`config.mk`:
```
export PLATFORM = sky130hd
export DESIGN_NAME = sim_sample_conversion_ctrl
export DESIGN_NICKNAME = d
export VERILOG_FILES = /design/src/verilog/conv_ctrl_pkg.sv /design/src/verilog/sim_sample_conversion_ctrl.sv
export SDC_FILE = /design/constraint.sdc
export NUM_CORES = 1
export LEC_CHECK = 0
export ABC_AREA = 1
export BUFFER_PORTS_ARGS = -buffer_cell sky130_fd_sc_hd__clkbuf_2
export CORE_ASPECT_RATIO = 2
export CORE_MARGIN = 4
export CORE_UTILIZATION = 40
export DETAILED_ROUTE_END_ITERATION = 6
export PLACE_DENSITY = 0.53
export SLEW_MARGIN = 20
export SYNTH_ARGS = -nofsm -noshare
export SYNTH_HDL_FRONTEND = slang
export SYNTH_SLANG_ARGS = --single-unit
```
`constraint.sdc`:
```
create_clock -name clock -period 5.8 [get_ports clock]
set_input_delay 0.87 -clock clock [delete_from_list [all_inputs] [get_ports clock]]
set_output_delay 0.87 -clock clock [all_outputs]
set_load 0.05 [all_outputs]
```
`src/verilog/conv_ctrl_pkg.sv`:
```
/*
 * constants, types and pin bundles for the conversion-control block
 * assumes a single 200 MHz clock and an analog core that streams eight results per conversion
 */
package conv_ctrl_pkg;

	// ==========================================================
	// clock and timing
	localparam int CLOCK_PERIOD_PS       = 5000;
	localparam int CONV_TIME_MAX_NS      = 4000;  // plain default, longest conversion
	localparam int CONV_TIME_MAX_CYCLES  = (CONV_TIME_MAX_NS * 1000) / CLOCK_PERIOD_PS;
	localparam int CONV_CNT_W            = 12;

	// ==========================================================
	// channel layout
	localparam int CHANNELS              = 8;
	localparam int RESULT_W              = 16;
	localparam int CH_IDX_W              = 3;
	localparam int STEP_W                = 4;
	localparam int FIFO_DEPTH            = 32;
	localparam int LOW_PINS_W            = 7;
	localparam int SYNC_W                = 9;

	// ==========================================================
	// reset values
	localparam logic [SYNC_W-1:0] PIN_RESET_VALUE = 9'h03C;  // strobes, power request and range idle high, starts low

	// ==========================================================
	// bundles
	typedef struct packed {
		logic border;   // byte_order_select
		logic bsel;     // byte_serial_select
		logic isel;     // interface_select
		logic range;
		logic pd_n;     // powerdown_request_n
		logic rd_n;
		logic cs_n;
		logic start_b;
		logic start_a;
	} pins_type;

	typedef struct packed {
		logic                  oe;
		logic [LOW_PINS_W-1:0] low;
		logic                  msb;
	} bus_drive_type;

	typedef enum logic [1:0] {
		READ_PARALLEL,
		READ_BYTE,
		READ_SERIAL
	} read_mode_type;

	typedef enum {
		CONV_IDLE,
		CONV_RUN
	} conv_state_type;

	typedef enum {
		PWR_ON,
		PWR_STANDBY,
		PWR_SHUTDOWN
	} pwr_state_type;

endpackage : conv_ctrl_pkg

```
`src/verilog/sim_sample_conversion_ctrl.sv`:
```
/*
 * result fifo and conversion-control top: sample starts, busy, power-down, parallel and byte readout
 * assumes the analog core converts on conv_request and pushes eight results, channel 1 first
 */
`timescale 1ns/1ps

// ==========================================================
// Function
// - full parallel: bits six to zero of channel on low pins while strobes low.
// - byte mode: low pins plus msb pin give each result in two reads.
// - power request low: standby if range high, shutdown if range low.
// - power-down entry happens at any time, even mid conversion.
// - standby powers front end off; shutdown powers everything off.
// - combined start rising edge samples all eight channels together.
// - busy rises at conversion start and lasts at most the maximum conversion time.
// - busy falls when done and result registers update together.
// - after a completed conversion, reads present channel 1 then ascending channels.
// - all eight channels always converted and read; unused inputs tied off.
// - first-channel flag high for channel 1 reads (both in byte mode), low from channel 2 read.
// - strobes high after reading: bus and flag released.
// - group a edge holds channels 1-4; conversion waits for group b.
// - group b edge holds channels 5-8; both seen starts conversion, busy rises.
// - reads during busy return previous results; after, current ones.
// - interface select low parallel; high gives byte or serial by second pin.
// - byte order pin high sends upper byte first, low lower byte.

// ==========================================================
// result fifo
module result_fifo #(
	parameter int WIDTH = 16,
	parameter int DEPTH = 32
) (
	input  wire logic             clock,
	input  wire logic             rst_b,
	input  wire logic             in_valid,
	output logic                  in_ready,
	input  wire logic [WIDTH-1:0] in_data,
	output logic                  out_valid,
	input  wire logic             out_ready,
	output logic      [WIDTH-1:0] out_data
);
	localparam int AW = $clog2(DEPTH);

	logic [WIDTH-1:0] mem [DEPTH];
	logic [AW-1:0]    wr_ptr_r;
	logic [AW-1:0]    rd_ptr_r;
	logic [AW:0]      count_r;
	logic             push;
	logic             pop;

	assign push      = in_valid & in_ready;
	assign pop       = out_valid & out_ready;
	assign in_ready  = (count_r != (AW+1)'(DEPTH));
	assign out_valid = (count_r != '0);
	assign out_data  = mem[rd_ptr_r];

	always_ff @(posedge clock) begin
		if (push) begin
			mem[wr_ptr_r] <= in_data;
		end
	end

	always_ff @(posedge clock) begin
		if (!rst_b) begin
			wr_ptr_r <= '0;
			rd_ptr_r <= '0;
			count_r  <= '0;
		end else begin
			if (push) begin
				wr_ptr_r <= wr_ptr_r + 1'b1;
			end
			if (pop) begin
				rd_ptr_r <= rd_ptr_r + 1'b1;
			end
			if (push && !pop) begin
				count_r <= count_r + 1'b1;
			end else if (pop && !push) begin
				count_r <= count_r - 1'b1;
			end
		end
	end

endmodule : result_fifo

// ==========================================================
// top
module sim_sample_conversion_ctrl
	import conv_ctrl_pkg::*;
(
	input  wire logic                  clock,
	input  wire logic                  rst_b,
	input  wire logic                  group_a_sample_start,
	input  wire logic                  group_b_sample_start,
	input  wire logic                  cs_n,
	input  wire logic                  rd_n,
	input  wire logic                  powerdown_request_n,
	input  wire logic                  range_select,
	input  wire logic                  interface_select,
	input  wire logic                  byte_serial_select,
	input  wire logic                  byte_order_select,
	input  wire logic                  core_valid,
	input  wire logic [RESULT_W-1:0]   core_data,
	output logic                       core_ready,
	output logic                       conv_request,
	output logic                       hold_group_a,
	output logic                       hold_group_b,
	output logic                       busy,
	output logic                       front_end_power_down,
	output logic                       reference_power_down,
	output logic [LOW_PINS_W-1:0]      low_data_pins_out,
	output logic                       low_data_pins_oe,
	output logic                       byte_msb_pin_out,
	output logic                       byte_msb_pin_oe,
	output logic                       first_channel_flag_out,
	output logic                       first_channel_flag_oe
);

	// ==========================================================
	// pin synchronisers: three stages, change accepted when stages two and three agree
	pins_type              raw;
	logic [SYNC_W-1:0]     s1_r;
	logic [SYNC_W-1:0]     s2_r;
	logic [SYNC_W-1:0]     s3_r;
	pins_type              pin_r;
	pins_type              pin_prev_r;

	assign raw = '{border: byte_order_select, bsel: byte_serial_select, isel: interface_select,
		range: range_select, pd_n: powerdown_request_n, rd_n: rd_n, cs_n: cs_n,
		start_b: group_b_sample_start, start_a: group_a_sample_start};

	always_ff @(posedge clock) begin
		if (!rst_b) begin
			s1_r       <= PIN_RESET_VALUE;
			s2_r       <= PIN_RESET_VALUE;
			s3_r       <= PIN_RESET_VALUE;
			pin_r      <= PIN_RESET_VALUE;
			pin_prev_r <= PIN_RESET_VALUE;
		end else begin
			s1_r       <= raw;
			s2_r       <= s1_r;
			s3_r       <= s2_r;
			pin_r      <= pins_type'((s2_r & s3_r) | (pin_r & (s2_r | s3_r)));
			pin_prev_r <= pin_r;
		end
	end

	logic a_rise;
	logic b_rise;
	logic cs_fall;
	logic rd_fall;
	logic read_strobe;
	logic strobes_low;

	assign a_rise      = pin_r.start_a & ~pin_prev_r.start_a;
	assign b_rise      = pin_r.start_b & ~pin_prev_r.start_b;
	assign cs_fall     = ~pin_r.cs_n & pin_prev_r.cs_n;
	assign rd_fall     = ~pin_r.rd_n & pin_prev_r.rd_n;
	assign strobes_low = ~pin_r.cs_n & ~pin_r.rd_n;
	// tied strobes fall together; separate ones count on rd while cs is low
	assign read_strobe = (rd_fall | cs_fall) & strobes_low;

	// ==========================================================
	// power-down
	pwr_state_type pwr_r;
	logic          powered;

	always_ff @(posedge clock) begin
		if (!rst_b) begin
			pwr_r <= PWR_ON;
		end else if (!pin_r.pd_n) begin
			pwr_r <= pin_r.range ? PWR_STANDBY : PWR_SHUTDOWN;
		end else begin
			pwr_r <= PWR_ON;  // settling wait after exit is left to the host
		end
	end

	assign powered = (pwr_r == PWR_ON);

	always_ff @(posedge clock) begin
		if (!rst_b) begin
			front_end_power_down <= 1'b0;
			reference_power_down <= 1'b0;
		end else begin
			front_end_power_down <= (pwr_r != PWR_ON);
			reference_power_down <= (pwr_r == PWR_SHUTDOWN);
		end
	end

	// ==========================================================
	// sample and conversion control
	conv_state_type             conv_r;
	logic                       held_a_r;
	logic                       held_b_r;
	logic                       go;
	logic [CONV_CNT_W-1:0]      conv_cnt_r;
	logic [CH_IDX_W:0]          got_r;
	logic                       done;
	logic                       fifo_valid;
	logic [RESULT_W-1:0]        fifo_data;
	logic                       drain;
	logic [RESULT_W-1:0]        pending_r [CHANNELS];
	logic [RESULT_W-1:0]        current_r [CHANNELS];
	logic                       fifo_in_ready;
	localparam int              OCC_W = $clog2(FIFO_DEPTH) + 1;
	logic [OCC_W-1:0]           occ_r;
	logic [OCC_W-1:0]           occ_nxt;

	// core_ready is registered, so it looks one word ahead; a push at full would be lost
	assign occ_nxt = occ_r + OCC_W'(core_valid & core_ready & fifo_in_ready) - OCC_W'(drain);

	// a tied start gives both edges in one cycle, so all channels hold together
	assign go    = powered && (conv_r == CONV_IDLE) && (held_a_r | a_rise) && (held_b_r | b_rise);
	assign drain = (conv_r == CONV_RUN) && fifo_valid && (got_r != (CH_IDX_W+1)'(CHANNELS));
	assign done  = (conv_r == CONV_RUN) &&
		((got_r == (CH_IDX_W+1)'(CHANNELS)) || (conv_cnt_r == CONV_CNT_W'(CONV_TIME_MAX_CYCLES - 1)));

	always_ff @(posedge clock) begin
		if (!rst_b || !powered) begin
			held_a_r <= 1'b0;
			held_b_r <= 1'b0;
		end else if (go) begin
			held_a_r <= 1'b0;
			held_b_r <= 1'b0;
		end else if (conv_r == CONV_IDLE) begin  // edges during busy dropped
			held_a_r <= held_a_r | a_rise;  // waits for group b
			held_b_r <= held_b_r | b_rise;
		end
	end

	always_ff @(posedge clock) begin
		if (!rst_b || !powered) begin
			conv_r     <= CONV_IDLE;  // power-down aborts a conversion
			conv_cnt_r <= '0;
			got_r      <= '0;
		end else if (go) begin
			conv_r     <= CONV_RUN;
			conv_cnt_r <= '0;
			got_r      <= '0;
		end else if (done) begin
			conv_r <= CONV_IDLE;
		end else if (conv_r == CONV_RUN) begin
			conv_cnt_r <= conv_cnt_r + 1'b1;
			if (drain) begin
				got_r <= got_r + 1'b1;
			end
		end
	end

	always_ff @(posedge clock) begin
		if (!rst_b) begin
			busy         <= 1'b0;
			conv_request <= 1'b0;
			hold_group_a <= 1'b0;
			hold_group_b <= 1'b0;
			core_ready   <= 1'b0;
			occ_r        <= '0;
		end else begin
			occ_r        <= occ_nxt;
			busy         <= powered && (go || ((conv_r == CONV_RUN) && !done));
			conv_request <= go;
			hold_group_a <= powered && (held_a_r || a_rise || ((conv_r == CONV_RUN) && !done));
			hold_group_b <= powered && (held_b_r || b_rise || ((conv_r == CONV_RUN) && !done));
			core_ready   <= (occ_nxt != OCC_W'(FIFO_DEPTH));
		end
	end

	// every channel lands in the bank, unused ones too
	always_ff @(posedge clock) begin
		if (drain) begin
			pending_r[got_r[CH_IDX_W-1:0]] <= fifo_data;
		end
	end

	// readout bank only moves at the end, so reads during busy see the old sample
	always_ff @(posedge clock) begin
		if (!rst_b) begin
			for (int i = 0; i < CHANNELS; i++) begin
				current_r[i] <= '0;
			end
		end else if (done) begin
			for (int i = 0; i < CHANNELS; i++) begin
				current_r[i] <= pending_r[i];
			end
		end
	end

	result_fifo #(
		.WIDTH (RESULT_W),
		.DEPTH (FIFO_DEPTH)
	) u_fifo (
		.clock     (clock),
		.rst_b     (rst_b),
		.in_valid  (core_valid & core_ready),
		.in_ready  (fifo_in_ready),
		.in_data   (core_data),
		.out_valid (fifo_valid),
		.out_ready (drain),
		.out_data  (fifo_data)
	);

	// ==========================================================
	// readout
	read_mode_type          mode;
	logic [STEP_W-1:0]      step_r;
	logic [STEP_W-1:0]      shown_r;
	bus_drive_type          drive;
	logic [RESULT_W-1:0]    word;
	logic                   upper;
	logic                   first;

	assign mode = !pin_r.isel ? READ_PARALLEL : (pin_r.bsel ? READ_BYTE : READ_SERIAL);

	// pointer restarts at channel 1 when busy falls at done
	always_ff @(posedge clock) begin
		if (!rst_b || done) begin
			step_r  <= '0;
			shown_r <= '0;
		end else if (read_strobe && mode != READ_SERIAL) begin
			shown_r <= step_r;
			if (mode == READ_BYTE) begin
				step_r <= step_r + 1'b1;  // two reads per channel
			end else begin
				step_r <= step_r + STEP_W'(2);
			end
		end
	end

	always_comb begin
		word  = current_r[shown_r[STEP_W-1:1]];
		// order pin picks which half goes out on the first read of a pair
		upper = shown_r[0] ^ pin_r.border;
		first = (shown_r[STEP_W-1:1] == '0);
		drive = '{oe: 1'b0, low: '0, msb: 1'b0};
		unique case (mode)
			READ_PARALLEL: begin
				drive = '{oe: strobes_low, low: word[6:0], msb: word[7]};
			end
			READ_BYTE: begin
				drive.oe  = strobes_low;
				drive.low = upper ? word[14:8] : word[6:0];
				drive.msb = upper ? word[15] : word[7];
			end
			READ_SERIAL: begin
				drive.oe = 1'b0;  // pins left to the outside party
			end
		endcase
	end

	always_ff @(posedge clock) begin
		if (!rst_b) begin
			low_data_pins_out      <= '0;
			low_data_pins_oe       <= 1'b0;
			byte_msb_pin_out       <= 1'b0;
			byte_msb_pin_oe        <= 1'b0;
			first_channel_flag_out <= 1'b0;
			first_channel_flag_oe  <= 1'b0;
		end else begin
			// released as soon as cs and rd rise again
			low_data_pins_out      <= drive.low;
			low_data_pins_oe       <= drive.oe;
			byte_msb_pin_out       <= drive.msb;
			byte_msb_pin_oe        <= drive.oe;
			first_channel_flag_out <= first && !pin_r.cs_n && (mode != READ_SERIAL) && (step_r != '0);
			first_channel_flag_oe  <= !pin_r.cs_n && (mode != READ_SERIAL) && (step_r != '0);
		end
	end

endmodule : sim_sample_conversion_ctrl

```
==> qor.log <==
INFO  outcome        status=finished, final reports clean
INFO  run            max_cap_viol_count=0
INFO  global_routing antenna_found_initial=3
INFO  sta            finalClockSkew=0.0266ns
INFO  floorplanning  design.die.area=0.0943mm2
INFO  synthesis      post_synth_inst_count=3,217
INFO  floorplanning  floorplan.initialDensity=0.404
INFO  synthesis      synth_cell_types=33
INFO  sta            final_critical_path_setup_slack=2.42ns
INFO  global_routing wire_length_of_the_first_global_routing_pass=133,000um
INFO  floorplanning  floorplan.die.height=430um
INFO  global_routing grtUsageMet1=0.190
INFO  layout         layout.nets=3,296
INFO  route          detail_route.drc_violations=0
INFO  global_routing first_global_vias=22,900
INFO  route          via_count=22,500
INFO  synthesis      top_count_cell_post_synth=sky130_fd_sc_hd__nand2_1
INFO  floorplanning  floorplan_die_width=219um
INFO  global_routing global_route.peak_usage_layer=met2
INFO  sta            final-setup-viol-count=0
INFO  clock_network  cts_hold_buffers=0
INFO  synthesis      synth_area_leaders=sky130_fd_sc_hd__edfxtp_1 65%, sky130_fd_sc_hd__nand2_1 10%, sky130_fd_sc_hd__dfxtp_1 6.6%, sky130_fd_sc_hd__nand3_1 6.2%, sky130_fd_sc_hd__nor2_1 2.6%
INFO  sta            totalNegativeSetupSlack=0ns
INFO  synthesis      synth_async_sr_flop_share=0
INFO  route          wirelength=87,100um
INFO  sta            worst-slew-pin-transition=1.02ns
INFO  route          vias_per_cell=5.04
INFO  floorplanning  number_of_standard_cell_rows_in_the_floorplan=154
INFO  floorplanning  core-area=0.0882mm2
INFO  synthesis      synth_top_cells_by_count=949 x sky130_fd_sc_hd__nand2_1, 768 x sky130_fd_sc_hd__edfxtp_1, 444 x sky130_fd_sc_hd__nand3_1
INFO  sta            timing.slew.headroom=0.319
INFO  clock_network  cts_buffer_depth=3
INFO  place          port_buffers=46
INFO  clock_network  cts_bufs_inserted=78
INFO  setup_path     worst-path-max-fanout=122
INFO  synthesis      synth-edff-count=768
INFO  route          violation_count_after_the_first_detailed_route_iteration=1,410
INFO  synthesis      synth_area=0.0357mm2
INFO  place          gp_routability_congestion=0.814
INFO  global_routing grt_remaining_overflow=0
INFO  floorplanning  top_level_ports=47
INFO  clock_network  root_buffer=sky130_fd_sc_hd__clkbuf_16
INFO  layout         num_antenna_cells=0
INFO  route          drt.antenna.violating_nets=0
INFO  synthesis      synth_area_per_cell=11.1um2
INFO  setup_path     critPathCaptureType=flop
INFO  clock_network  worst_setup_hold_path_clk_slew=0.07ns
INFO  sta            final-hold-violation-count=0
INFO  route          avgRoutedWirePerCell=19.5um
INFO  setup_path     worst_ep_required_time=6.22ns
INFO  power_and_ir_drop p_leak=15.1nW
INFO  synthesis      synth_seq_area_share=0.713
INFO  global_routing grt_start_max_net_pins=183
INFO  synthesis      synthesis.nets=3,269
INFO  clock_network  cts_setup_buffers=0
INFO  route          dr.pass1.iters=5
INFO  synthesis      ys_seq_elements=885
INFO  layout         post_layout_nonfiller_instances=4,470
INFO  clock_network  cts_tree=done
INFO  worst_hold_path worst_hold_path_type=primary input to flop
INFO  setup_path     timing_worst_setup_path_type=flop to flop
INFO  setup_path     cp-start-kind=flop
INFO  global_routing grt_util_all_layers=0.185
INFO  sta            fin_crit=3.38ns
INFO  synthesis      yosysWarningCount=0
INFO  setup_path     cp_data_arrival_time=3.80ns
INFO  sta            fmaxAchievable=296MHz
INFO  layout         flow.area_growth_from_synthesis=11.6%
INFO  sta            slew_violations=0
INFO  place          total_instance_count_after_detailed_placement=4,334
INFO  place          place_hpwl=52,400um
INFO  synthesis      synthDominantCellAreaShare=0.647
INFO  sta            min_period_over_period=0.583
INFO  sta            fin_hold_ws=0.403ns
INFO  power_and_ir_drop power.density=329mW/mm2
INFO  place          post_place_setup_slack=2.39ns
INFO  global_routing grt_use_met3=0.0261
INFO  layout         layout.filler_cells=8,266
INFO  clock_network  postCtsResizedCells=0
INFO  clock_network  cts_htree_levels=3
INFO  power_and_ir_drop worst_ir_drop_vdd=189uV
INFO  layout         drive_above_1_share=0.0973
INFO  synthesis      post-synth-top-area-cell=sky130_fd_sc_hd__edfxtp_1
INFO  sta            grt_setup_unrepaired=false
INFO  global_routing global_route.usage.met2=0.370
INFO  power_and_ir_drop power.total=13.1mW
INFO  clock_network  worst_skew_pair.late_latency=0.66ns
INFO  clock_network  clock_sinks=885
INFO  synthesis      synth-main-ff-cell=sky130_fd_sc_hd__edfxtp_1
==> power by group <==
part	internal [mW]	switching (mW)	leakage, nW	total, mW
logic	0.218	0.553	5.93	0.771
registers	7.08	0.0508	7.95	7.13
clock network	2.88	2.30	1.23	5.18
==> stage by stage <==
stage	utilization	cell area (um2)
after floorplan	-	35700
after global placement	0.423	37300
after detailed placement	0.423	37300
after CTS	0.451	39800
after global routing	0.451	39800
final	0.451	39800
==> kinds of logic after synthesis <==
| logic type | share of synthesized area |
|---|---|
| buffers and inverters | 0.0471 |
| XOR/XNOR | 0.00442 |
| AO/OA/AOI/OAI | 0.0214 |
| adder cells (fa/ha/maj) | 0.00884 |
| AND/OR/NAND/NOR | 0.206 |
| flip-flops | 0.713 |
==> per-layer routing <==
layer / up-vias / wire length [um] / part of all wire
met4: 0 / 3190 / 0.037
met2: 497 / 49400 / 0.57
met5: - / 0 / 0
met3: 173 / 3280 / 0.038
li1: 10800 / - / -
met1: 11000 / 31200 / 0.36
==> path summary, 6_finish.rpt <==
check	startpoint	end	slack, ns	depth (start not counted)
setup / recovery	flop	pending_r[0][2]	2.42	10
hold / removal	range_select	s1_r[5]	0.40	2
setup reg to reg	flop	pending_r[0][2]	2.42	10
hold reg to reg	s1_r[5]	s2_r[5]	0.41	1
==> state kept, by name (all words and copies together), names as in the netlist, 2 cells and up, named ones only <==
register	cells
u_fifo.wr_ptr_r	5
step_r	4
s3_r	9
pin_r	9
s1_r	9
pin_prev_r	4
u_fifo.count_r	6
occ_r	6
pending_r	128
pwr_r	2
s2_r	9
low_data_pins_out	7
got_r	4
current_r	128
u_fifo.rd_ptr_r	5
shown_r	4
conv_cnt_r	12
u_fifo.mem	512
==> area by class of cell <==
| cell class | count | area (um2) | share of cell area |
|---|---|---|---|
| Multi-Input combinational cell | 1922 | 8750 | 0.220 |
| Clock inverter | 37 | 414 | 0.0104 |
| Sequential cell | 885 | 25400 | 0.639 |
| Timing Repair Buffer | 111 | 731 | 0.0184 |
| Inverter | 246 | 932 | 0.0234 |
| Tap cell | 1170 | 1460 | 0.0368 |
| Clock buffer | 99 | 2090 | 0.0526 |
==> worst max-delay path, cell delays in order (launching register included) <==
cell	delay, ns
sky130_fd_sc_hd__dfxtp_4	0.57
sky130_fd_sc_hd__inv_6	0.82
sky130_fd_sc_hd__buf_4	0.62
sky130_fd_sc_hd__nand2_1	0.10
sky130_fd_sc_hd__nand3_1	0.10
sky130_fd_sc_hd__nand3_1	0.08
sky130_fd_sc_hd__nand2_1	0.11
sky130_fd_sc_hd__nand2_1	0.07
sky130_fd_sc_hd__nand2_1	0.12
sky130_fd_sc_hd__nand2_1	0.08
sky130_fd_sc_hd__nand2_1	0.30
==> cells in the final DEF (no fill, tap or decap), drive strengths merged <==
master / instances
a21oi: 60
nand2: 952
fa: 2
nand3: 446
o21bai: 3
o211ai: 9
ha: 22
clkinv: 30
nand4: 7
nor2: 265
and2: 1
dfxtp: 117
buf: 66
a211oi: 1
clkinvlp: 1
or2: 25
o21ai: 73
edfxtp: 768
nand3b: 1
bufinv: 7
inv: 245
nor3: 37
xnor2: 8
xor2: 10
clkbuf: 144
No activity file was read; power rests on OpenSTA's default activity.
